$ cat src/verilog/adc_ctrl_pkg.sv
package adc_ctrl_pkg;
	// Register addresses on the special function register port
	localparam logic [7:0] ADDR_STATUS    = 8'hD8;
	localparam logic [7:0] ADDR_RES_LO    = 8'hD9;
	localparam logic [7:0] ADDR_RES_MID   = 8'hDA;
	localparam logic [7:0] ADDR_RES_HI    = 8'hDB;
	localparam logic [7:0] ADDR_SETUP     = 8'hDC;
	localparam logic [7:0] ADDR_CALFILT   = 8'hDD;
	localparam logic [7:0] ADDR_DECIM     = 8'hDE;
	localparam logic [7:0] ADDR_TRIM      = 8'hE6;
	localparam logic [7:0] ADDR_DAC_BASE  = 8'hE8;
	localparam logic [7:0] ADDR_DAC_REF   = 8'hF0;
	localparam logic [7:0] ADDR_ACLK_DIV  = 8'hF6;
	// converter_setup fields
	localparam int SETUP_GAIN_LSB = 0;
	localparam int SETUP_BUF      = 3;
	localparam int SETUP_REF_ON   = 4;
	localparam int SETUP_REF_HIGH = 5;
	localparam int SETUP_REF_EXT  = 6;
	// Internal reference on at its higher level, unity gain
	localparam logic [7:0] SETUP_RESET = 8'h30;
	// calibration_filter_control fields
	localparam int CF_CAL_LSB  = 0;
	localparam int CF_FILT_LSB = 4;
	localparam logic [7:0] CF_RESET = 8'h00;
	// Status fields
	localparam int ST_READY = 0;
	localparam int ST_BUSY  = 1;
	localparam int ST_DISC  = 4;
	// Reset values
	localparam logic [7:0]  TRIM_RESET    = 8'h00;
	localparam logic [7:0]  ACLK_RESET    = 8'h00;
	localparam logic [7:0]  DECIM_RESET   = 8'h40;
	localparam logic [15:0] DAC_RESET     = 16'h0000;
	localparam logic [3:0]  DAC_REF_RESET = 4'h0;
	// Timing counts
	localparam logic [5:0] MOD_DIV_LAST   = 6'h3F;
	localparam logic [3:0] CAL_CONV_COUNT = 4'h7;
	localparam logic [1:0] FAST_CONV      = 2'h2;
	localparam int DAC_COUNT = 4;
	localparam int RES_WIDTH = 24;

	typedef enum logic [1:0] {
		FILT_AUTO,
		FILT_FAST,
		FILT_SINC2,
		FILT_SINC3
	} adc_filter_type;

	typedef enum logic [2:0] {
		CAL_NONE,
		CAL_SELF_OFS,
		CAL_SELF_GAIN,
		CAL_SELF_BOTH,
		CAL_SYS_OFS,
		CAL_SYS_GAIN,
		CAL_RSVD6,
		CAL_RSVD7
	} adc_cal_type;
endpackage : adc_ctrl_pkg
$ cat src/verilog/adc_ctrl.sv
`timescale 1ns/1ps
// Function
// - Gain field selects 1 to 128
// - Trim held as sign plus magnitude
// - Trim limited to half selected range
// - Modulator tick is clock/(divider+1)/64
// - One result per decimation modulator periods
// - Three-bit command field starts calibration
// - Each calibration lasts seven conversions, the combined self command fourteen
// - System offset uses zero input
// - System gain uses full-scale input
// - Calibration end raises ready flag
// - Filter fast, sinc2 or sinc3
// - Auto mode steps fast, sinc2, sinc3
// - Reference internal or external, internal high
// - Internal level selectable, can be off
// - DAC takes 16-bit straight binary code
// - Code selects exactly one string tap
// - Each DAC picks own reference
// - Analog clock is clock/(divider+1)
// - Buffer bit switches input buffer
module adc_ctrl (
	input  wire logic                     ref_clk,
	input  wire logic                     rst_n,
	input  wire logic [7:0]               sfrAddr,
	input  wire logic                     sfrWrEn,
	input  wire logic                     sfrRdEn,
	input  wire logic [7:0]               sfrWrData,
	output logic      [7:0]               sfrRdData,
	input  wire logic                     channelChange,
	input  wire logic [23:0]              filterSample,
	output logic      [2:0]               gainSel,
	output logic                          bufEnable,
	output logic                          refIntOn,
	output logic                          refHigh,
	output logic                          refExternal,
	output logic                          trimSign,
	output logic      [6:0]               trimMag,
	output logic                          aclkTick,
	output logic                          modTick,
	output logic                          convTick,
	output logic      [1:0]               filterSel,
	output logic                          discardConv,
	output logic                          calBusy,
	output logic                          calSysInput,
	output logic                          readyFlag,
	output logic                          resultValid,
	output logic      [23:0]              resultData,
	output logic      [23:0]              offsetCoef,
	output logic      [23:0]              gainCoef,
	output logic      [3:0][15:0]         dacTap,
	output logic      [3:0]               dacRefSupply
);

	typedef struct packed {
		logic [7:0]       setup;
		logic [7:0]       calFilt;
		logic [7:0]       trim;
		logic [7:0]       aclkDiv;
		logic [7:0]       decim;
		logic [7:0]       aclkCnt;
		logic [5:0]       modCnt;
		logic [7:0]       decCnt;
		logic             aclkTick;
		logic             modTick;
		logic             convTick;
		logic             calBusy;
		logic             calSys;
		logic             calGainNext;
		logic [2:0]       calKind;
		logic [3:0]       calCnt;
		logic [1:0]       autoStage;
		logic [1:0]       fastCnt;
		logic [1:0]       filterSel;
		logic             discard;
		logic             ready;
		logic             resValid;
		logic [23:0]      result;
		logic [23:0]      offsetCoef;
		logic [23:0]      gainCoef;
		logic [3:0][15:0] dacCode;
		logic [3:0][7:0]  dacLow;
		logic [3:0]       dac_reference_select;
		logic [7:0]       rdData;
	} adc_state_type;

	adc_state_type state_q;
	adc_state_type state_d;

	// Offset trim magnitude is the raw low seven bits, no saturation
	function automatic logic [6:0] trimLimit(input logic [7:0] raw);
		trimLimit = raw[6:0];
	endfunction : trimLimit

	function automatic logic isAddr(input logic [7:0] a, input logic [7:0] b);
		isAddr = (a == b);
	endfunction : isAddr

	logic       wrSetup;
	logic       wrCalFilt;
	logic       wrStatus;
	logic       calDone;
	logic       offsetStep;
	logic [2:0] dacIdx;
	logic [7:0] decLast;

	always_comb begin
		state_d = state_q;
		wrSetup   = sfrWrEn && isAddr(sfrAddr, adc_ctrl_pkg::ADDR_SETUP);
		wrCalFilt = sfrWrEn && isAddr(sfrAddr, adc_ctrl_pkg::ADDR_CALFILT);
		wrStatus  = sfrWrEn && isAddr(sfrAddr, adc_ctrl_pkg::ADDR_STATUS);
		calDone    = 1'b0;
		offsetStep = 1'b0;
		dacIdx     = 3'(sfrAddr[3:1]);
		// Ratio zero would stall results, treated as one
		decLast = (state_q.decim == 8'h00) ? 8'h00 : state_q.decim - 8'h01;
		state_d.aclkTick = 1'b0;
		state_d.modTick  = 1'b0;
		state_d.convTick = 1'b0;
		state_d.resValid = 1'b0;

		if (state_q.aclkCnt >= state_q.aclkDiv) begin
			state_d.aclkCnt  = 8'h00;
			state_d.aclkTick = 1'b1;
		end else begin
			state_d.aclkCnt = state_q.aclkCnt + 8'h01;
		end
		if (state_q.aclkTick) begin
			if (state_q.modCnt == adc_ctrl_pkg::MOD_DIV_LAST) begin
				state_d.modCnt  = 6'h00;
				state_d.modTick = 1'b1;
			end else begin
				state_d.modCnt = state_q.modCnt + 6'h01;
			end
		end
		if (state_q.modTick) begin
			if (state_q.decCnt >= decLast) begin
				state_d.decCnt   = 8'h00;
				state_d.convTick = 1'b1;
			end else begin
				state_d.decCnt = state_q.decCnt + 8'h01;
			end
		end

		// Conversion result handling
		if (state_q.convTick) begin
			if (state_q.calBusy) begin
				if (state_q.calCnt == 4'h1) begin
					offsetStep = !state_q.calGainNext;
					if (!state_q.calGainNext) begin
						state_d.offsetCoef = filterSample;
					end else begin
						state_d.gainCoef = filterSample - state_q.offsetCoef;
					end
					// Combined command runs gain after offset
					if (offsetStep && state_q.calKind == adc_ctrl_pkg::CAL_SELF_BOTH) begin
						state_d.calGainNext = 1'b1;
						state_d.calCnt      = adc_ctrl_pkg::CAL_CONV_COUNT;
					end else begin
						calDone = 1'b1;
					end
				end else begin
					state_d.calCnt = state_q.calCnt - 4'h1;
				end
			end else begin
				// Held offset applied to every result
				state_d.result = filterSample - state_q.offsetCoef;
				if (!state_q.discard) begin
					state_d.resValid = 1'b1;
					state_d.ready    = 1'b1;
				end
			end
			if (state_q.autoStage == 2'h0) begin
				if (state_q.fastCnt == 2'h1) begin
					state_d.autoStage = 2'h1;
				end else begin
					state_d.fastCnt = state_q.fastCnt + 2'h1;
				end
				state_d.discard = 1'b0;
			end else if (state_q.autoStage == 2'h1) begin
				state_d.autoStage = 2'h2;
			end
		end

		if (calDone) begin
			state_d.calBusy = 1'b0;
			state_d.calSys  = 1'b0;
			state_d.ready   = 1'b1;
			state_d.calFilt[adc_ctrl_pkg::CF_CAL_LSB +: 3] = 3'h0;
		end

		// Register writes
		if (wrSetup) begin
			state_d.setup = sfrWrData;
		end
		if (wrCalFilt) begin
			state_d.calFilt = sfrWrData;
			unique case (adc_ctrl_pkg::adc_cal_type'(sfrWrData[2:0]))
				adc_ctrl_pkg::CAL_SELF_OFS,
				adc_ctrl_pkg::CAL_SELF_GAIN,
				adc_ctrl_pkg::CAL_SELF_BOTH,
				adc_ctrl_pkg::CAL_SYS_OFS,
				adc_ctrl_pkg::CAL_SYS_GAIN: begin
					state_d.calBusy     = 1'b1;
					state_d.calKind     = sfrWrData[2:0];
					state_d.calCnt      = adc_ctrl_pkg::CAL_CONV_COUNT;
					state_d.calSys      = sfrWrData[2];
					state_d.calGainNext = (sfrWrData[2:0] == 3'(adc_ctrl_pkg::CAL_SELF_GAIN)) ||
						(sfrWrData[2:0] == 3'(adc_ctrl_pkg::CAL_SYS_GAIN));
					state_d.ready       = 1'b0;
				end
				default: begin
					state_d.calFilt[adc_ctrl_pkg::CF_CAL_LSB +: 3] = 3'h0;
				end
			endcase
		end
		// Ready cleared by writing one; a same-cycle set wins
		if (wrStatus && sfrWrData[adc_ctrl_pkg::ST_READY] && !calDone && !state_d.resValid) begin
			state_d.ready = 1'b0;
		end
		if (sfrWrEn && isAddr(sfrAddr, adc_ctrl_pkg::ADDR_TRIM)) begin
			state_d.trim = sfrWrData;
		end
		if (sfrWrEn && isAddr(sfrAddr, adc_ctrl_pkg::ADDR_ACLK_DIV)) begin
			state_d.aclkDiv = sfrWrData;
		end
		if (sfrWrEn && isAddr(sfrAddr, adc_ctrl_pkg::ADDR_DECIM)) begin
			state_d.decim = sfrWrData;
		end
		if (sfrWrEn && isAddr(sfrAddr, adc_ctrl_pkg::ADDR_DAC_REF)) begin
			state_d.dac_reference_select = sfrWrData[3:0];
		end
		if (sfrWrEn && sfrAddr[7:3] == adc_ctrl_pkg::ADDR_DAC_BASE[7:3]) begin
			if (!sfrAddr[0]) begin
				state_d.dacLow[dacIdx[1:0]] = sfrWrData;
			end else begin
				state_d.dacCode[dacIdx[1:0]] = {sfrWrData, state_q.dacLow[dacIdx[1:0]]};
			end
		end

		// Restart on channel or gain change
		if (channelChange || (wrSetup &&
			sfrWrData[adc_ctrl_pkg::SETUP_GAIN_LSB +: 3] !=
			state_q.setup[adc_ctrl_pkg::SETUP_GAIN_LSB +: 3])) begin
			state_d.autoStage = 2'h0;
			state_d.fastCnt   = 2'h0;
			state_d.discard   = 1'b1;
		end

		unique case (adc_ctrl_pkg::adc_filter_type'(state_d.calFilt[adc_ctrl_pkg::CF_FILT_LSB +: 2]))
			adc_ctrl_pkg::FILT_AUTO: begin
				state_d.filterSel = (state_d.autoStage == 2'h0) ? 2'(adc_ctrl_pkg::FILT_FAST) :
					(state_d.autoStage == 2'h1) ? 2'(adc_ctrl_pkg::FILT_SINC2) :
					2'(adc_ctrl_pkg::FILT_SINC3);
			end
			adc_ctrl_pkg::FILT_FAST:  state_d.filterSel = 2'(adc_ctrl_pkg::FILT_FAST);
			adc_ctrl_pkg::FILT_SINC2: state_d.filterSel = 2'(adc_ctrl_pkg::FILT_SINC2);
			adc_ctrl_pkg::FILT_SINC3: state_d.filterSel = 2'(adc_ctrl_pkg::FILT_SINC3);
		endcase
		if (state_d.calFilt[adc_ctrl_pkg::CF_FILT_LSB +: 2] != 2'(adc_ctrl_pkg::FILT_AUTO)) begin
			state_d.discard = 1'b0;
		end

		// Read port, undefined addresses read zero
		state_d.rdData = 8'h00;
		if (sfrRdEn) begin
			if (sfrAddr[7:3] == adc_ctrl_pkg::ADDR_DAC_BASE[7:3]) begin
				state_d.rdData = sfrAddr[0] ? state_q.dacCode[dacIdx[1:0]][15:8] :
					state_q.dacLow[dacIdx[1:0]];
			end else begin
				unique case (sfrAddr)
					adc_ctrl_pkg::ADDR_STATUS: state_d.rdData = {3'h0, state_q.discard,
						state_q.filterSel, state_q.calBusy, state_q.ready};
					adc_ctrl_pkg::ADDR_RES_LO:   state_d.rdData = state_q.result[7:0];
					adc_ctrl_pkg::ADDR_RES_MID:  state_d.rdData = state_q.result[15:8];
					adc_ctrl_pkg::ADDR_RES_HI:   state_d.rdData = state_q.result[23:16];
					adc_ctrl_pkg::ADDR_SETUP:    state_d.rdData = state_q.setup;
					adc_ctrl_pkg::ADDR_CALFILT:  state_d.rdData = state_q.calFilt;
					adc_ctrl_pkg::ADDR_DECIM:    state_d.rdData = state_q.decim;
					adc_ctrl_pkg::ADDR_TRIM:     state_d.rdData = state_q.trim;
					adc_ctrl_pkg::ADDR_DAC_REF:  state_d.rdData = {4'h0, state_q.dac_reference_select};
					adc_ctrl_pkg::ADDR_ACLK_DIV: state_d.rdData = state_q.aclkDiv;
					default:                     state_d.rdData = 8'h00;
				endcase
			end
		end
	end

	always_ff @(posedge ref_clk) begin
		if (!rst_n) begin
			state_q             <= '0;
			state_q.setup       <= adc_ctrl_pkg::SETUP_RESET;
			state_q.calFilt     <= adc_ctrl_pkg::CF_RESET;
			state_q.trim        <= adc_ctrl_pkg::TRIM_RESET;
			state_q.aclkDiv     <= adc_ctrl_pkg::ACLK_RESET;
			state_q.decim       <= adc_ctrl_pkg::DECIM_RESET;
			state_q.dacCode     <= {adc_ctrl_pkg::DAC_COUNT{adc_ctrl_pkg::DAC_RESET}};
			state_q.dac_reference_select      <= adc_ctrl_pkg::DAC_REF_RESET;
			state_q.autoStage   <= 2'h2;
			state_q.filterSel   <= 2'(adc_ctrl_pkg::FILT_SINC3);
		end else begin
			state_q <= state_d;
		end
	end

	assign sfrRdData    = state_q.rdData;
	assign gainSel      = state_q.setup[adc_ctrl_pkg::SETUP_GAIN_LSB +: 3];
	assign bufEnable    = state_q.setup[adc_ctrl_pkg::SETUP_BUF];
	assign refIntOn     = state_q.setup[adc_ctrl_pkg::SETUP_REF_ON];
	assign refHigh      = state_q.setup[adc_ctrl_pkg::SETUP_REF_HIGH];
	assign refExternal  = state_q.setup[adc_ctrl_pkg::SETUP_REF_EXT];
	assign trimSign     = state_q.trim[7];
	// Magnitude scaled to half of gain range in analog
	assign trimMag      = trimLimit(state_q.trim);
	assign aclkTick     = state_q.aclkTick;
	assign modTick      = state_q.modTick;
	assign convTick     = state_q.convTick;
	assign filterSel    = state_q.filterSel;
	assign discardConv  = state_q.discard;
	assign calBusy      = state_q.calBusy;
	assign calSysInput  = state_q.calSys;
	assign readyFlag    = state_q.ready;
	assign resultValid  = state_q.resValid;
	assign resultData   = state_q.result;
	assign offsetCoef   = state_q.offsetCoef;
	assign gainCoef     = state_q.gainCoef;
	// Index drives one switch of the string
	assign dacTap       = state_q.dacCode;
	assign dacRefSupply = state_q.dac_reference_select;

endmodule : adc_ctrl

$ cat config.mk
export PLATFORM = sky130hd
export DESIGN_NAME = adc_ctrl
export DESIGN_NICKNAME = d
export VERILOG_FILES = /design/src/verilog/adc_ctrl_pkg.sv /design/src/verilog/adc_ctrl.sv
export SDC_FILE = /design/constraint.sdc
export NUM_CORES = 1
export LEC_CHECK = 0
export BUFFER_PORTS_ARGS = -buffer_cell sky130_fd_sc_hd__buf_4
export CAP_MARGIN = 25
export CORE_MARGIN = 5
export CORE_UTILIZATION = 45
export CTS_CLUSTER_DIAMETER = 40
export CTS_CLUSTER_SIZE = 40
export DETAILED_ROUTE_END_ITERATION = 7
export PLACE_DENSITY = 0.78
export SLEW_MARGIN = 40
export SYNTH_ARGS = -nofsm -noshare
export SYNTH_HDL_FRONTEND = slang
export SYNTH_SLANG_ARGS = --single-unit
$ cat constraint.sdc
create_clock -name ref_clk -period 3.9 [get_ports ref_clk]
set_input_delay 0.78 -clock ref_clk [delete_from_list [all_inputs] [get_ports ref_clk]]
set_output_delay 0.78 -clock ref_clk [all_outputs]
set_load 0.05 [all_outputs]
==> flow_metrics.py <==
metrics = {
    "worst_setup_path": {
        "cp_cell_sequence": "inv_1, ha_1, nand2_1, or3_1, or3_1, and2_1, ha_1, nand2b_1, a21o_1, a21o_1, a211oi_1, o2111ai_1, a21oi_1",
        "cp_slowest_cell": "or3_1",
        "worstPathMaxFanout": 8,
        "slowest_delay_ns": 0.41,
        "cp-end-kind": "register",
        "worst-setup-path-type": "reg2reg",
        "cp_data_arrival_time_ns": 3.92,
        "crit_path_start_kind": "register",
        "path_delay_family": "compound AO/OA/AOI/OAI gates",
        "crit_required_ns": 4.36,
        "path_buf_inv": 1,
    },
    "pwr": {
        "cellInternalPower_mw": 4.83,
        "leakage_nw": 6.37,
        "clockPowerShare": 0.527,
        "p_comb_frac": 0.058,
        "power.density_mw_per_mm2": 405,
        "swShare": 0.261,
        "p_sw_mw": 1.70,
        "p_seq_frac": 0.415,
        "ir_drop_mv": 0.274,
    },
    "floorplan": {
        "pin_count": 218,
        "core_area_mm2": 0.0313,
        "die-area_mm2": 0.0351,
        "placementRows": 65,
        "fp.dieW_um": 187,
        "die_y_um": 187,
        "initial_utilization": 0.453,
    },
    "timing": {
        "clock_skew_ns": 0.0395,
        "maxSlewHeadroom": 0.456,
        "grt_setup_unrepaired": "false",
        "setup_violations": 0,
        "tns_ns": 0,
        "hold_viol_final": 0,
        "tightest_slew_ns": 0.809,
        "whs_ns": 0.456,
        "fmax_ghz": 0.289,
        "finalCriticalPeriod_ns": 3.47,
        "drv_slew": 0,
        "period_share": 0.889,
    },
    "placement": {
        "port_buffers": 217,
        "dpl.cell_count": 2099,
        "place_congestion": 0.919,
        "place_area_mm2": 0.0149,
        "dp_hpwl_um": 30100,
    },
    "yosys": {
        "ys_top_cells_by_count": "nand2_1, dfxtp_1, a21oi_1",
        "yosysMostFrequentCell": "nand2_1",
        "syn_nets": 1812,
        "postSynthAreaPerCell_um2": 8.24,
        "yosysUniqueCellTypes": 83,
        "synthTopCellsByArea": "dfxtp_1, buf_4, nand2_1",
        "synth_edf_count": 0,
        "synth_area_leader_cell": "dfxtp_1",
        "synthCells": 1720,
        "synth_top_flop_cell": "dfxtp_1",
        "ys_seq_elements": 264,
        "syn_area_mm2": 0.0142,
        "postSynth.asyncResetShare": 0,
        "synth_warnings": 0,
        "synth_top_area_share": 0.373,
        "ys_seq_area_frac": 0.373,
    },
    "route": {
        "drcViolationCount": 0,
        "viasPerCell": 5.72,
        "drt_iter0_markers": 1217,
        "vias": 12400,
        "ant_nets": 0,
        "wire_per_inst_um": 19.3,
        "drt_pre_antenna_iters": 6,
        "wl_um": 41900,
    },
    "clock_network": {
        "htree_levels": 2,
        "cts.clk_slew.worst_paths_ns": 0.06,
        "numCtsBuffers": 38,
        "root_buffer": "clkbuf_16",
        "insertion_delay_ns": 0.54,
        "cts_resized": 0,
        "cts_setup_buffers": 0,
        "clock_path_buffers": 3,
        "cts_tree": "done",
        "cts_hold_buffers": 0,
        "cts_num_sinks": 264,
    },
    "final_layout": {
        "antenna_cells": 0,
        "fin_nets": 1829,
        "syn_to_final_growth_pct": 14.0,
        "final_cells": 2168,
        "drive_above_1_share": 0.206,
        "fin_area_mm2": 0.0162,
        "fin_util": 0.516,
    },
    "grt": {
        "grt_usage": 0.227,
        "antenna_found_initial": 0,
        "grt_max_degree": 74,
        "grt_pass1_vias": 11900,
        "overflow": 0,
        "grt_pass1_wl_um": 65100,
    },
    "run": {
        "maxCapViolations": 0,
    },
    "outcome": {
        "outcome": "complete, no violations",
    },
    "min_path": {
        "hold_path_class": "reg2reg",
    },
}
-- layer usage --
metal | vias up | global-route usage | part of all wire
li1 | 5837 | - | -
met1 | 5830 | 0.288 | 0.40
met2 | 607 | 0.370 | 0.46
met3 | 128 | 0.0498 | 0.091
met4 | 0 | 0.101 | 0.046
met5 | - | 0 | 0
-- path summary, 6_finish.rpt --
| kind | startpoint | endpoint | slack [ns] | cells after the start |
|---|---|---|---|---|
| hold reg to reg | dacTap[34] | dacTap[34] | 0.46 | 2 |
| setup / recovery | state_q[224] | state_q[206] | 0.43 | 13 |
| setup reg to reg | state_q[224] | state_q[206] | 0.43 | 13 |
| hold / removal | dacTap[34] | dacTap[34] | 0.46 | 2 |
-- power by group through the flow --
stage | Combinational (mW) | Sequential (mW) | Clock [mW]
2_1_floorplan | 0.247 | 2.77 | 0
3_3_place_gp | 0.367 | 2.77 | 0
3_5_place_dp | 0.372 | 2.77 | 0
4_1_cts | 0.374 | 2.71 | 3.48
5_1_grt | 0.410 | 2.71 | 3.61
6_report | 0.381 | 2.71 | 3.44
-- layout by cell type, fill, tap and decap left out, types with 4 or more instances in the layout --
| cell type | count |
|---|---|
| o311ai_0 | 4 |
| xor2_1 | 22 |
| o21ai_0 | 58 |
| mux2_2 | 18 |
| dfxtp_1 | 264 |
| nand3_1 | 63 |
| a22oi_1 | 8 |
| nand2_1 | 283 |
| or3_1 | 10 |
| a221oi_1 | 4 |
| o211ai_1 | 9 |
| and2_1 | 14 |
| a211o_1 | 4 |
| and3_1 | 15 |
| inv_6 | 9 |
| ha_1 | 46 |
| inv_1 | 47 |
| nand2b_1 | 16 |
| nor2b_1 | 12 |
| clkinv_2 | 5 |
| nand4_1 | 20 |
| a21o_1 | 6 |
| mux2i_1 | 69 |
| nor3_1 | 22 |
| a21oi_1 | 175 |
| clkbuf_16 | 38 |
| clkbuf_8 | 4 |
| buf_4 | 239 |
| nor3b_1 | 4 |
| nor2_1 | 123 |
| inv_8 | 5 |
| xnor2_1 | 12 |
| a311o_1 | 7 |
| mux4_2 | 16 |
| o21a_1 | 11 |
| o31ai_1 | 4 |
| a211oi_1 | 11 |
| a31oi_1 | 11 |
-- through the flow --
stage	total power [mW]	setup slack [ns]
floorplan	3.02	0.844
global placement	3.14	0.623
detailed placement	3.14	0.481
CTS	6.56	0.457
global route	6.73	0.188
finish	6.53	0.434
-- state kept, by name, summed over array words and instances, names as in the netlist, 2 cells and up --
register / count
filterSel: 2
dacRefSupply: 4
sfrRdData: 8
dacTap: 64
gainSel: 3
trimMag: 7
gainCoef: 24
resultData: 24
offsetCoef: 24
state_q: 91
-- tightest hold or removal path: stages (launching register included) --
cell,delay [ns]
dfxtp_1,0.31
nand2_1,0.05
a21oi_1,0.05
-- cell families (layout without fill, tap and decap cells) --
logic type,count (synthesis),after routing,share of synthesized area
AOI/OAI and AO/OA,354,354,0.155
DFF,264,264,0.373
muxes,103,103,0.0885
buffers and inverters,310,356,0.127
and+or+nand+nor,608,608,0.194
xor gates and xnor gates,34,34,0.0210
adders and majority gates,47,47,0.0420
-- layout make-up --
cell class	instances	area, µm²
Multi-Input combinational cell	1146	7090
Fill cell	2837	15200
Clock inverter	27	284
Clock buffer	42	1010
Inverter	48	185
Sequential cell	264	5290
Timing Repair Buffer	239	1790
Tap cell	402	503
(Power assumes the default switching activity.)
